### src/hdl/usr_consts.vh
// Constants for the four-stage universal shift register.
// Assumes inclusion by bare name from design files only.
// How it works
// Four stages A to D, both shifts, load
// Clear low forces all stages low; the code ignores clear while clk_en is low
// Clock low with clear high holds all
// Only rising clock edge changes stages
// Both selects high loads parallel inputs
// Parallel load ignores both serial inputs
// Upper low, lower high shifts right
// Right shift enters at A towards D
// Upper high, lower low shifts left
// Left shift enters at D towards A
// Both selects low holds all stages
`ifndef USR_CONSTS_VH
`define USR_CONSTS_VH
`define USR_WIDTH 4
`define USR_RESET_VAL 4'h0
`define USR_MODE_HOLD 2'h0
`define USR_MODE_RIGHT 2'h1
`define USR_MODE_LEFT 2'h2
`define USR_MODE_LOAD 2'h3
`define USR_POS_A 0
`define USR_POS_D 3
`endif

### src/hdl/usr_shift_reg.v
// Four-stage bidirectional universal shift register.
// Assumes pin inputs are asynchronous; clear, mode and data are synchronised.
// Outputs follow a pin change by three enabled edges.
`timescale 1ns/1ns
`include "usr_consts.vh"
module usr_shift_reg (
  input wire clk,
  input wire rst_n,
  input wire clk_en,
  input wire clear_n,
  input wire mode_select_upper,
  input wire mode_select_lower,
  input wire serial_left,
  input wire serial_right,
  input wire [`USR_WIDTH-1:0] parallel_in,
  output wire stage_a,
  output wire stage_b,
  output wire stage_c,
  output wire stage_d
);
  // Synchronised control and serial pins
  wire clear_n_s;
  wire upper_s;
  wire lower_s;
  wire left_s;
  wire right_s;

  // Synchronised parallel pins
  wire par_a_s;
  wire par_b_s;
  wire par_c_s;
  wire par_d_s;

  // Mode from the synchronised selects
  wire [1:0] mode_s;

  // one flop per stage
  reg stage_a_reg;
  reg stage_b_reg;
  reg stage_c_reg;
  reg stage_d_reg;

  // Next levels, combinational
  reg stage_a_next;
  reg stage_b_next;
  reg stage_c_next;
  reg stage_d_next;

  // Reset level of each stage, from one vector
  localparam [`USR_WIDTH-1:0] RESET_VEC = `USR_RESET_VAL;

  // Same two-edge delay on every pin keeps combinations aligned
  // Trades two edges of latency for metastability margin
  // Clear pin
  usr_sync #(
    .W(1)
  ) u_sync_clear (
    .clk(clk),
    .rst_n(rst_n),
    .clk_en(clk_en),
    .d(clear_n),
    .q(clear_n_s)
  );

  // Upper select pin
  usr_sync #(
    .W(1)
  ) u_sync_upper (
    .clk(clk),
    .rst_n(rst_n),
    .clk_en(clk_en),
    .d(mode_select_upper),
    .q(upper_s)
  );

  // Lower select pin
  usr_sync #(
    .W(1)
  ) u_sync_lower (
    .clk(clk),
    .rst_n(rst_n),
    .clk_en(clk_en),
    .d(mode_select_lower),
    .q(lower_s)
  );

  // Left serial pin
  usr_sync #(
    .W(1)
  ) u_sync_left (
    .clk(clk),
    .rst_n(rst_n),
    .clk_en(clk_en),
    .d(serial_left),
    .q(left_s)
  );

  // Right serial pin
  usr_sync #(
    .W(1)
  ) u_sync_right (
    .clk(clk),
    .rst_n(rst_n),
    .clk_en(clk_en),
    .d(serial_right),
    .q(right_s)
  );

  // Parallel pin of stage A
  usr_sync #(
    .W(1)
  ) u_sync_par_a (
    .clk(clk),
    .rst_n(rst_n),
    .clk_en(clk_en),
    .d(parallel_in[`USR_POS_A]),
    .q(par_a_s)
  );

  // Parallel pin of stage B
  usr_sync #(
    .W(1)
  ) u_sync_par_b (
    .clk(clk),
    .rst_n(rst_n),
    .clk_en(clk_en),
    .d(parallel_in[`USR_POS_A+1]),
    .q(par_b_s)
  );

  // Parallel pin of stage C
  usr_sync #(
    .W(1)
  ) u_sync_par_c (
    .clk(clk),
    .rst_n(rst_n),
    .clk_en(clk_en),
    .d(parallel_in[`USR_POS_D-1]),
    .q(par_c_s)
  );

  // Parallel pin of stage D
  usr_sync #(
    .W(1)
  ) u_sync_par_d (
    .clk(clk),
    .rst_n(rst_n),
    .clk_en(clk_en),
    .d(parallel_in[`USR_POS_D]),
    .q(par_d_s)
  );

  assign mode_s = {upper_s, lower_s};

  // Next level of one stage; one choice shared by all four
  // Sides are named as seen from the stage itself
  function usr_pick;
    input [1:0] mode;
    input own;
    input par;
    input from_a_side;
    input from_d_side;
    begin
      case (mode)
        // load parallel
        // serial ignored
        `USR_MODE_LOAD: begin
          usr_pick = par;
        end
        // shift right
        // A side feeds in
        `USR_MODE_RIGHT: begin
          usr_pick = from_a_side;
        end
        // shift left
        // D side feeds in
        `USR_MODE_LEFT: begin
          usr_pick = from_d_side;
        end
        // hold mode
        default: begin
          usr_pick = own;
        end
      endcase
    end
  endfunction

  // Right shift pulls from the A side, left shift from the D side
  // Hold keeps each stage at its own level
  // Stage A: right serial enters here
  always @* begin
    stage_a_next = usr_pick(
      mode_s,
      stage_a_reg,
      par_a_s,
      right_s,
      stage_b_reg
    );
  end

  // Stage B
  always @* begin
    stage_b_next = usr_pick(
      mode_s,
      stage_b_reg,
      par_b_s,
      stage_a_reg,
      stage_c_reg
    );
  end

  // Stage C
  always @* begin
    stage_c_next = usr_pick(
      mode_s,
      stage_c_reg,
      par_c_s,
      stage_b_reg,
      stage_d_reg
    );
  end

  // Stage D: left serial enters here
  always @* begin
    stage_d_next = usr_pick(
      mode_s,
      stage_d_reg,
      par_d_s,
      stage_c_reg,
      left_s
    );
  end

  // Stage A flop
  // rising edge only
  always @(posedge clk) begin
    if (!rst_n) begin
      stage_a_reg <= RESET_VEC[`USR_POS_A];
    end else if (!clk_en) begin
      // frozen without enable
      stage_a_reg <= stage_a_reg;
    end else if (!clear_n_s) begin
      // clear beats mode
      stage_a_reg <= RESET_VEC[`USR_POS_A];
    end else begin
      stage_a_reg <= stage_a_next;
    end
  end

  // Stage B flop
  // rising edge only
  always @(posedge clk) begin
    if (!rst_n) begin
      stage_b_reg <= RESET_VEC[`USR_POS_A+1];
    end else if (!clk_en) begin
      // frozen without enable
      stage_b_reg <= stage_b_reg;
    end else if (!clear_n_s) begin
      // clear beats mode
      stage_b_reg <= RESET_VEC[`USR_POS_A+1];
    end else begin
      stage_b_reg <= stage_b_next;
    end
  end

  // Stage C flop
  // rising edge only
  always @(posedge clk) begin
    if (!rst_n) begin
      stage_c_reg <= RESET_VEC[`USR_POS_D-1];
    end else if (!clk_en) begin
      // frozen without enable
      stage_c_reg <= stage_c_reg;
    end else if (!clear_n_s) begin
      // clear beats mode
      stage_c_reg <= RESET_VEC[`USR_POS_D-1];
    end else begin
      stage_c_reg <= stage_c_next;
    end
  end

  // Stage D flop
  // rising edge only
  always @(posedge clk) begin
    if (!rst_n) begin
      stage_d_reg <= RESET_VEC[`USR_POS_D];
    end else if (!clk_en) begin
      // frozen without enable
      stage_d_reg <= stage_d_reg;
    end else if (!clear_n_s) begin
      // clear beats mode
      stage_d_reg <= RESET_VEC[`USR_POS_D];
    end else begin
      stage_d_reg <= stage_d_next;
    end
  end

  // outputs straight from the stage flops
  assign stage_a = stage_a_reg;
  assign stage_b = stage_b_reg;
  assign stage_c = stage_c_reg;
  assign stage_d = stage_d_reg;

endmodule // usr_shift_reg

### src/hdl/usr_sync.v
// Two-flop synchroniser for a bundle of pin inputs.
// Assumes inputs asynchronous to clk; clk_en freezes it too.
`timescale 1ns/1ns
module usr_sync #(
  parameter W = 1
) (
  input wire clk,
  input wire rst_n,
  input wire clk_en,
  input wire [W-1:0] d,
  output reg [W-1:0] q
);
  reg [W-1:0] meta_reg;
  always @(posedge clk) begin
    if (!rst_n) begin
      meta_reg <= {W{1'b0}};
      q <= {W{1'b0}};
    end else if (clk_en) begin
      meta_reg <= d;
      q <= meta_reg;
    end
  end
endmodule // usr_sync

### config.mk
export PLATFORM = sky130hd
export DESIGN_NAME = usr_shift_reg
export DESIGN_NICKNAME = d
export VERILOG_FILES = /design/src/hdl/usr_shift_reg.v /design/src/hdl/usr_sync.v
export VERILOG_INCLUDE_DIRS = /design/src /design/src/hdl
export SDC_FILE = /design/constraint.sdc
export NUM_CORES = 1
export LEC_CHECK = 0
export BUFFER_PORTS_ARGS = -buffer_cell sky130_fd_sc_hd__buf_2
export CAP_MARGIN = 25
export CELL_PAD_IN_SITES_DETAIL_PLACEMENT = 1
export CELL_PAD_IN_SITES_GLOBAL_PLACEMENT = 2
export CORE_MARGIN = 1
export CORE_UTILIZATION = 30
export CTS_BUF_LIST = sky130_fd_sc_hd__clkbuf_4 sky130_fd_sc_hd__clkbuf_8 sky130_fd_sc_hd__clkbuf_16
export DETAILED_ROUTE_END_ITERATION = 6
export PLACE_DENSITY = 0.79
export SLEW_MARGIN = 10
export SYNTH_ARGS = -nofsm -noshare
export SYNTH_HDL_FRONTEND = slang
export SYNTH_SLANG_ARGS = --single-unit
export TNS_END_PERCENT = 50
### constraint.sdc
create_clock -name clk -period 1.5 [get_ports clk]
set_clock_uncertainty 0.05 [all_clocks]
set_input_delay 0.075 -clock clk [delete_from_list [all_inputs] [get_ports clk]]
set_output_delay 0.075 -clock clk [all_outputs]
set_load 0.005 [all_outputs]
Word-level counts from Yosys, hierarchy flattened. Cells that the tools add are included.

Latch bits: 0. Bits in writable memories: 0. ROM bits: 0. Output and inout port bits: 4. Bits in registers: 22. Memories kept: 0. Bits of input ports: 12. Word-level logic and storage cells: 35.

Magnitude comparators: 0. Reductions and logical operators: 1. Add/subtract/negate cells: 0. $mul: 0. Div/mod/pow operators: 0. Bitwise logic cells: 0. Shift operators: 0. Equality and inequality tests: 4. Muxes and demuxes: 8.

Operators by type and width (count): case mux 1 bit (3 select lines) (4); == test 2 bit, second input constant (2); two-way mux 1 bit (4); != test 4 bit, second input constant (1); == test 2 x 1 -> 1 bit, second input constant (1); AND reduction 2 bit (1).

Depth between registers and ports, before layout.
Depth after elaboration: 3. Mapped depth: 5. Mapped depth without buffers: 5.

Hierarchy. From an unflattened synthesis, not the netlist that was laid out.

Cells, all modules: 83. Area, all modules: 919.6 um^2.

Modules (own cells, without submodules): usr_sync (cells an instance 6, area each 72.6 um^2, instances 9, seq. area each 40.0 um^2); usr_shift_reg (cells an instance 29, area each 266.5 um^2, instances 1, seq. area each 80.1 um^2).

Worst setup path before layout. Ideal clock, no wire load.

Path type: reg-to-reg. From: reg u_sync_lower.q. To: reg stage_a_reg (netlist: stage_a). Setup slack: 0.179 ns. Period minus slack after synthesis: 1.321 ns. Stages on the path, launching flop included: 6. Arrival time: 1.155 ns. Data required time: 1.333 ns. Library setup time: 0.117 ns. Buffers on the path: 0. Path through: dfxtp_1 > inv_1 > ha_1 > nor3_2 > nor2_2 > a22o_1.

Word-level cells in the longest chain between the ends: 3. Elaborated cells on any way between the ends: 7. Classes of those cells: eq/ne: 4; mux: 2; reduce/logical: 1.

RTL lines: from (decl) (line usr_sync.v:11) `output reg [W-1:0] q`; from (signal assigned) (line usr_sync.v:17) `q <= {W{1'b0}};`; from (signal assigned) (line usr_sync.v:20) `q <= meta_reg;`; == test 2 bit or == test 2 x 1 -> 1 bit (tied branches) (line usr_shift_reg.v:164) `case (mode)`; case mux 1 bit (3 select lines) or != test 4 bit (tied branches); two-way mux 1 bit or AND reduction 2 bit (tied branches); to (signal assigned) (line usr_shift_reg.v:241) `stage_a_reg <= stage_a_reg;`; to (signal assigned) (line usr_shift_reg.v:244) `` stage_a_reg <= RESET_VEC[`USR_POS_A]; ``; to (signal assigned) (line usr_shift_reg.v:246) `stage_a_reg <= stage_a_next;`; to (decl) (line usr_shift_reg.v:38) `reg stage_a_reg;`.

Several ways; a longest one is shown, not always the timed one. A chain may end at the register's enable or synchronous reset.

Worst setup path in the final report.
From: reg u_sync_upper.q. To: reg stage_a_reg (netlist: stage_a).

Word-level cells in the longest chain between the ends: 3. Elaborated cells on any way between the ends: 7. Classes of those cells: eq/ne: 4; mux: 2; reduce/logical: 1.

RTL lines (line): from (decl) (usr_sync.v:11); from (signal assigned) (usr_sync.v:17); from (signal assigned) (usr_sync.v:20); == test 2 bit or == test 2 x 1 -> 1 bit (tied branches) (usr_shift_reg.v:164); case mux 1 bit (3 select lines) or != test 4 bit (tied branches); two-way mux 1 bit or AND reduction 2 bit (tied branches).

Several ways; a longest one is shown, not always the timed one.

==> results.yml <==
run_status:
  status: "complete, but fails checks"
  violations: "DRC"
sta:
  fmaxAchievable_mhz: 708.2
  slew_headroom: 0.8015
  period_minus_slack_ns: 1.412
  finalSetupTns_ns: 0
  tightest_slew_ns: 0.2977
  maxSlewViolCount: 0
  hold_viol: 0
  setup_violations: 0
  rsz0062_at_grt: "no"
  min_period_over_period: 0.9413
synth:
  ys_seq_elements: 22
  yosysTopAreaCellShare: 0.4632
  synth_cell_types: 17
  synth.avg_cell_area_um2: 10.81
  netlist_area_um2: 950.9
  yosysSeqAreaShare: 0.4632
  synth_area_leader_cell: "dfxtp_1"
  synth_edf_count: 0
  syn_inst: 88
  yosysMostFrequentCell: "dfxtp_1"
  syn_nets: 103
  yosys-top-cells-area: "dfxtp_1 (46%), mux2i_1 (19%), nor2b_1 (13%)"
  ys_async_sr_fraction: 0
  yosys_most_used_dff: "dfxtp_1"
  yosysWarnings: 0
  synth.cells.most_frequent: "dfxtp_1 (22), nor2b_1 (19), mux2i_1 (18)"
power_and_ir_drop:
  ir_drop_mv: 0.2225
  intPower_uw: 769.5
  power_switching_uw: 231.1
  p_comb_frac: 0.122
  total_leakage_power_nw: 0.4966
  pwr-share-seq: 0.620
  swShare: 0.2309
  pwr_density_cell_nw_per_um2: 847.1
  p_clk_frac: 0.258
floorplanning:
  die_h_um: 58.30
  die_w_um: 58.30
  fp.dieArea_um2: 3399
  initial_core_util: 0.3140
  ios: 16
  rows: 20
  core_area_um2: 3028
grt:
  grt_overflow: 0
  grt_max_degree: 22
  grt_first_pass_wirelength_um: 3270
  grt_pass1_vias: 733
  grt_usage: 0.1260
  grt_antenna_before_repair: 0
run:
  cap_viol_max_count: 0
cts:
  cts_buffer_depth: 2
  cts-root-buf: "clkbuf_4"
  clk_pin_slew_worst_paths_ns: 0.12
  clock-sinks: 22
  cts_setup_buffers: 0
  clk_latency_ns: 0.30
  cts_tree: "done"
  cts_buffers: 3
  htreeDepth: 1
routing:
  drc: 1
  routedWlPerCell_um: 11.87
  ant_nets: 0
  vias: 688
  routed_via_density: 4.410
  drtIter0Drc: 25
  drtPass1Iterations: 6
  finalWirelength_um: 1852
placement:
  dpl.hpwl_um: 1319
  port_buffers: 15
  gp_congestion: 0.8268
  post_dp_cell_area_um2: 1061
worst_setup_path:
  cp_slowest_cell: "dfxtp_1"
  endpoint_kind: "register"
  crit_family: "compound AO/OA/AOI/OAI gates"
  path_class: "reg2reg"
  worstSetupStartpointType: "register"
  crit_required_ns: 1.65
  worstPathArrival_ns: 1.56
  cp_cell_sequence: "inv_1, ha_1, nor3_4, a31o_4, a22o_1"
  slowest_delay_ns: 0.36
  cp_max_fo: 5
  cp.buffers_inverters: 1
min_path:
  hold_path.class: "in2reg"
layout:
  final_area_um2: 1181
  antenna_cells: 0
  final_layout_size_suffix_gt1_frac: 0.2054
  fin_nets: 129
  area_growth_pct: 24.21
  fin_util: 0.3901
[logic make-up after synthesis]
logic type                 count (synthesis)  synth area share
adders and majority gates                  3           0.03948
and+or+nand+nor                           26            0.1631
buffers and inverters                      6           0.03684
AOI/OAI and AO/OA                         13            0.1079
muxes                                     18            0.1895
DFF                                       22            0.4632
[final timing paths]
check / startpoint / to / slack, ns / depth (start not counted)
hold / removal: rst_n / u_sync_par_c.q / 0.13 / 2
setup / recovery: u_sync_upper.q / stage_a / 0.09 / 5
hold reg to reg: stage_d / stage_d / 0.48 / 1
setup reg to reg: u_sync_upper.q / stage_a / 0.09 / 5
[stage by stage]
stage / hold WS, ns / std cells / worst slack, ns / total power, mW
finish: 0.1270 / 156 / 0.08802 / 1.001
global route: 0.1436 / 156 / 0.01094 / 1.054
CTS: 0.1385 / 156 / 0.06873 / 1.014
detailed placement: 0.2998 / 144 / 0.08564 / 0.7364
global placement: 0.2822 / 144 / 0.1347 / 0.7321
floorplan: 0.1944 / 88 / 0.1786 / 0.7081
[power groups by stage]
stage | registers [mW] | clock network (mW) | logic (mW)
6_report | 0.620 | 0.259 | 0.122
2_1_floorplan | 0.629 | 0 | 0.0788
5_1_grt | 0.624 | 0.294 | 0.137
3_3_place_gp | 0.633 | 0 | 0.0993
4_1_cts | 0.621 | 0.273 | 0.121
3_5_place_dp | 0.634 | 0 | 0.103
[metal layers]
metal	up-vias	track usage	part of all wire
li1	350	-	-
met1	326	0.1495	0.46
met5	-	0	0
met4	0	0.06122	0
met3	0	0.01758	0.024
met2	12	0.2233	0.51
[layout make-up]
| cell class | instances | area [um2] |
|---|---|---|
| Clock buffer | 3 | 22.52 |
| Fill cell | 352 | 1847 |
| Inverter | 2 | 7.507 |
| Multi-Input combinational cell | 60 | 481.7 |
| Sequential cell | 22 | 441.7 |
| Tap cell | 44 | 55.05 |
| Timing Repair Buffer | 25 | 172.7 |
[worst register-to-register path, delay by kind of cell (launching register included)]
| family | cells | cell delay (ns) |
|---|---|---|
| AOI/OAI and AO/OA | 2 | 0.48 |
| DFF | 1 | 0.36 |
| adders and majority gates | 1 | 0.28 |
| and+or+nand+nor | 1 | 0.08 |
| buffers and inverters | 1 | 0.07 |
[placed cells by master (no fill, tap or decap), types with 2 or more instances in the layout]
cell / count
o21ai_0: 4
nand2_1: 4
nor2b_1: 19
inv_1: 2
a22o_1: 4
clkbuf_4: 3
mux2i_1: 18
ha_1: 3
dlygate4sd3_1: 9
dfxtp_1: 21
buf_2: 15
a22oi_1: 4
[timing repair]
| item | in CTS | in global routing |
|---|---|---|
| hold endpoints to repair | 9 | 0 |
| setup endpoints to repair | 0 | 1 |
| resized for setup | 0 | 2 |
| hold buffers | 9 | 0 |
(Power assumes the default switching activity.)
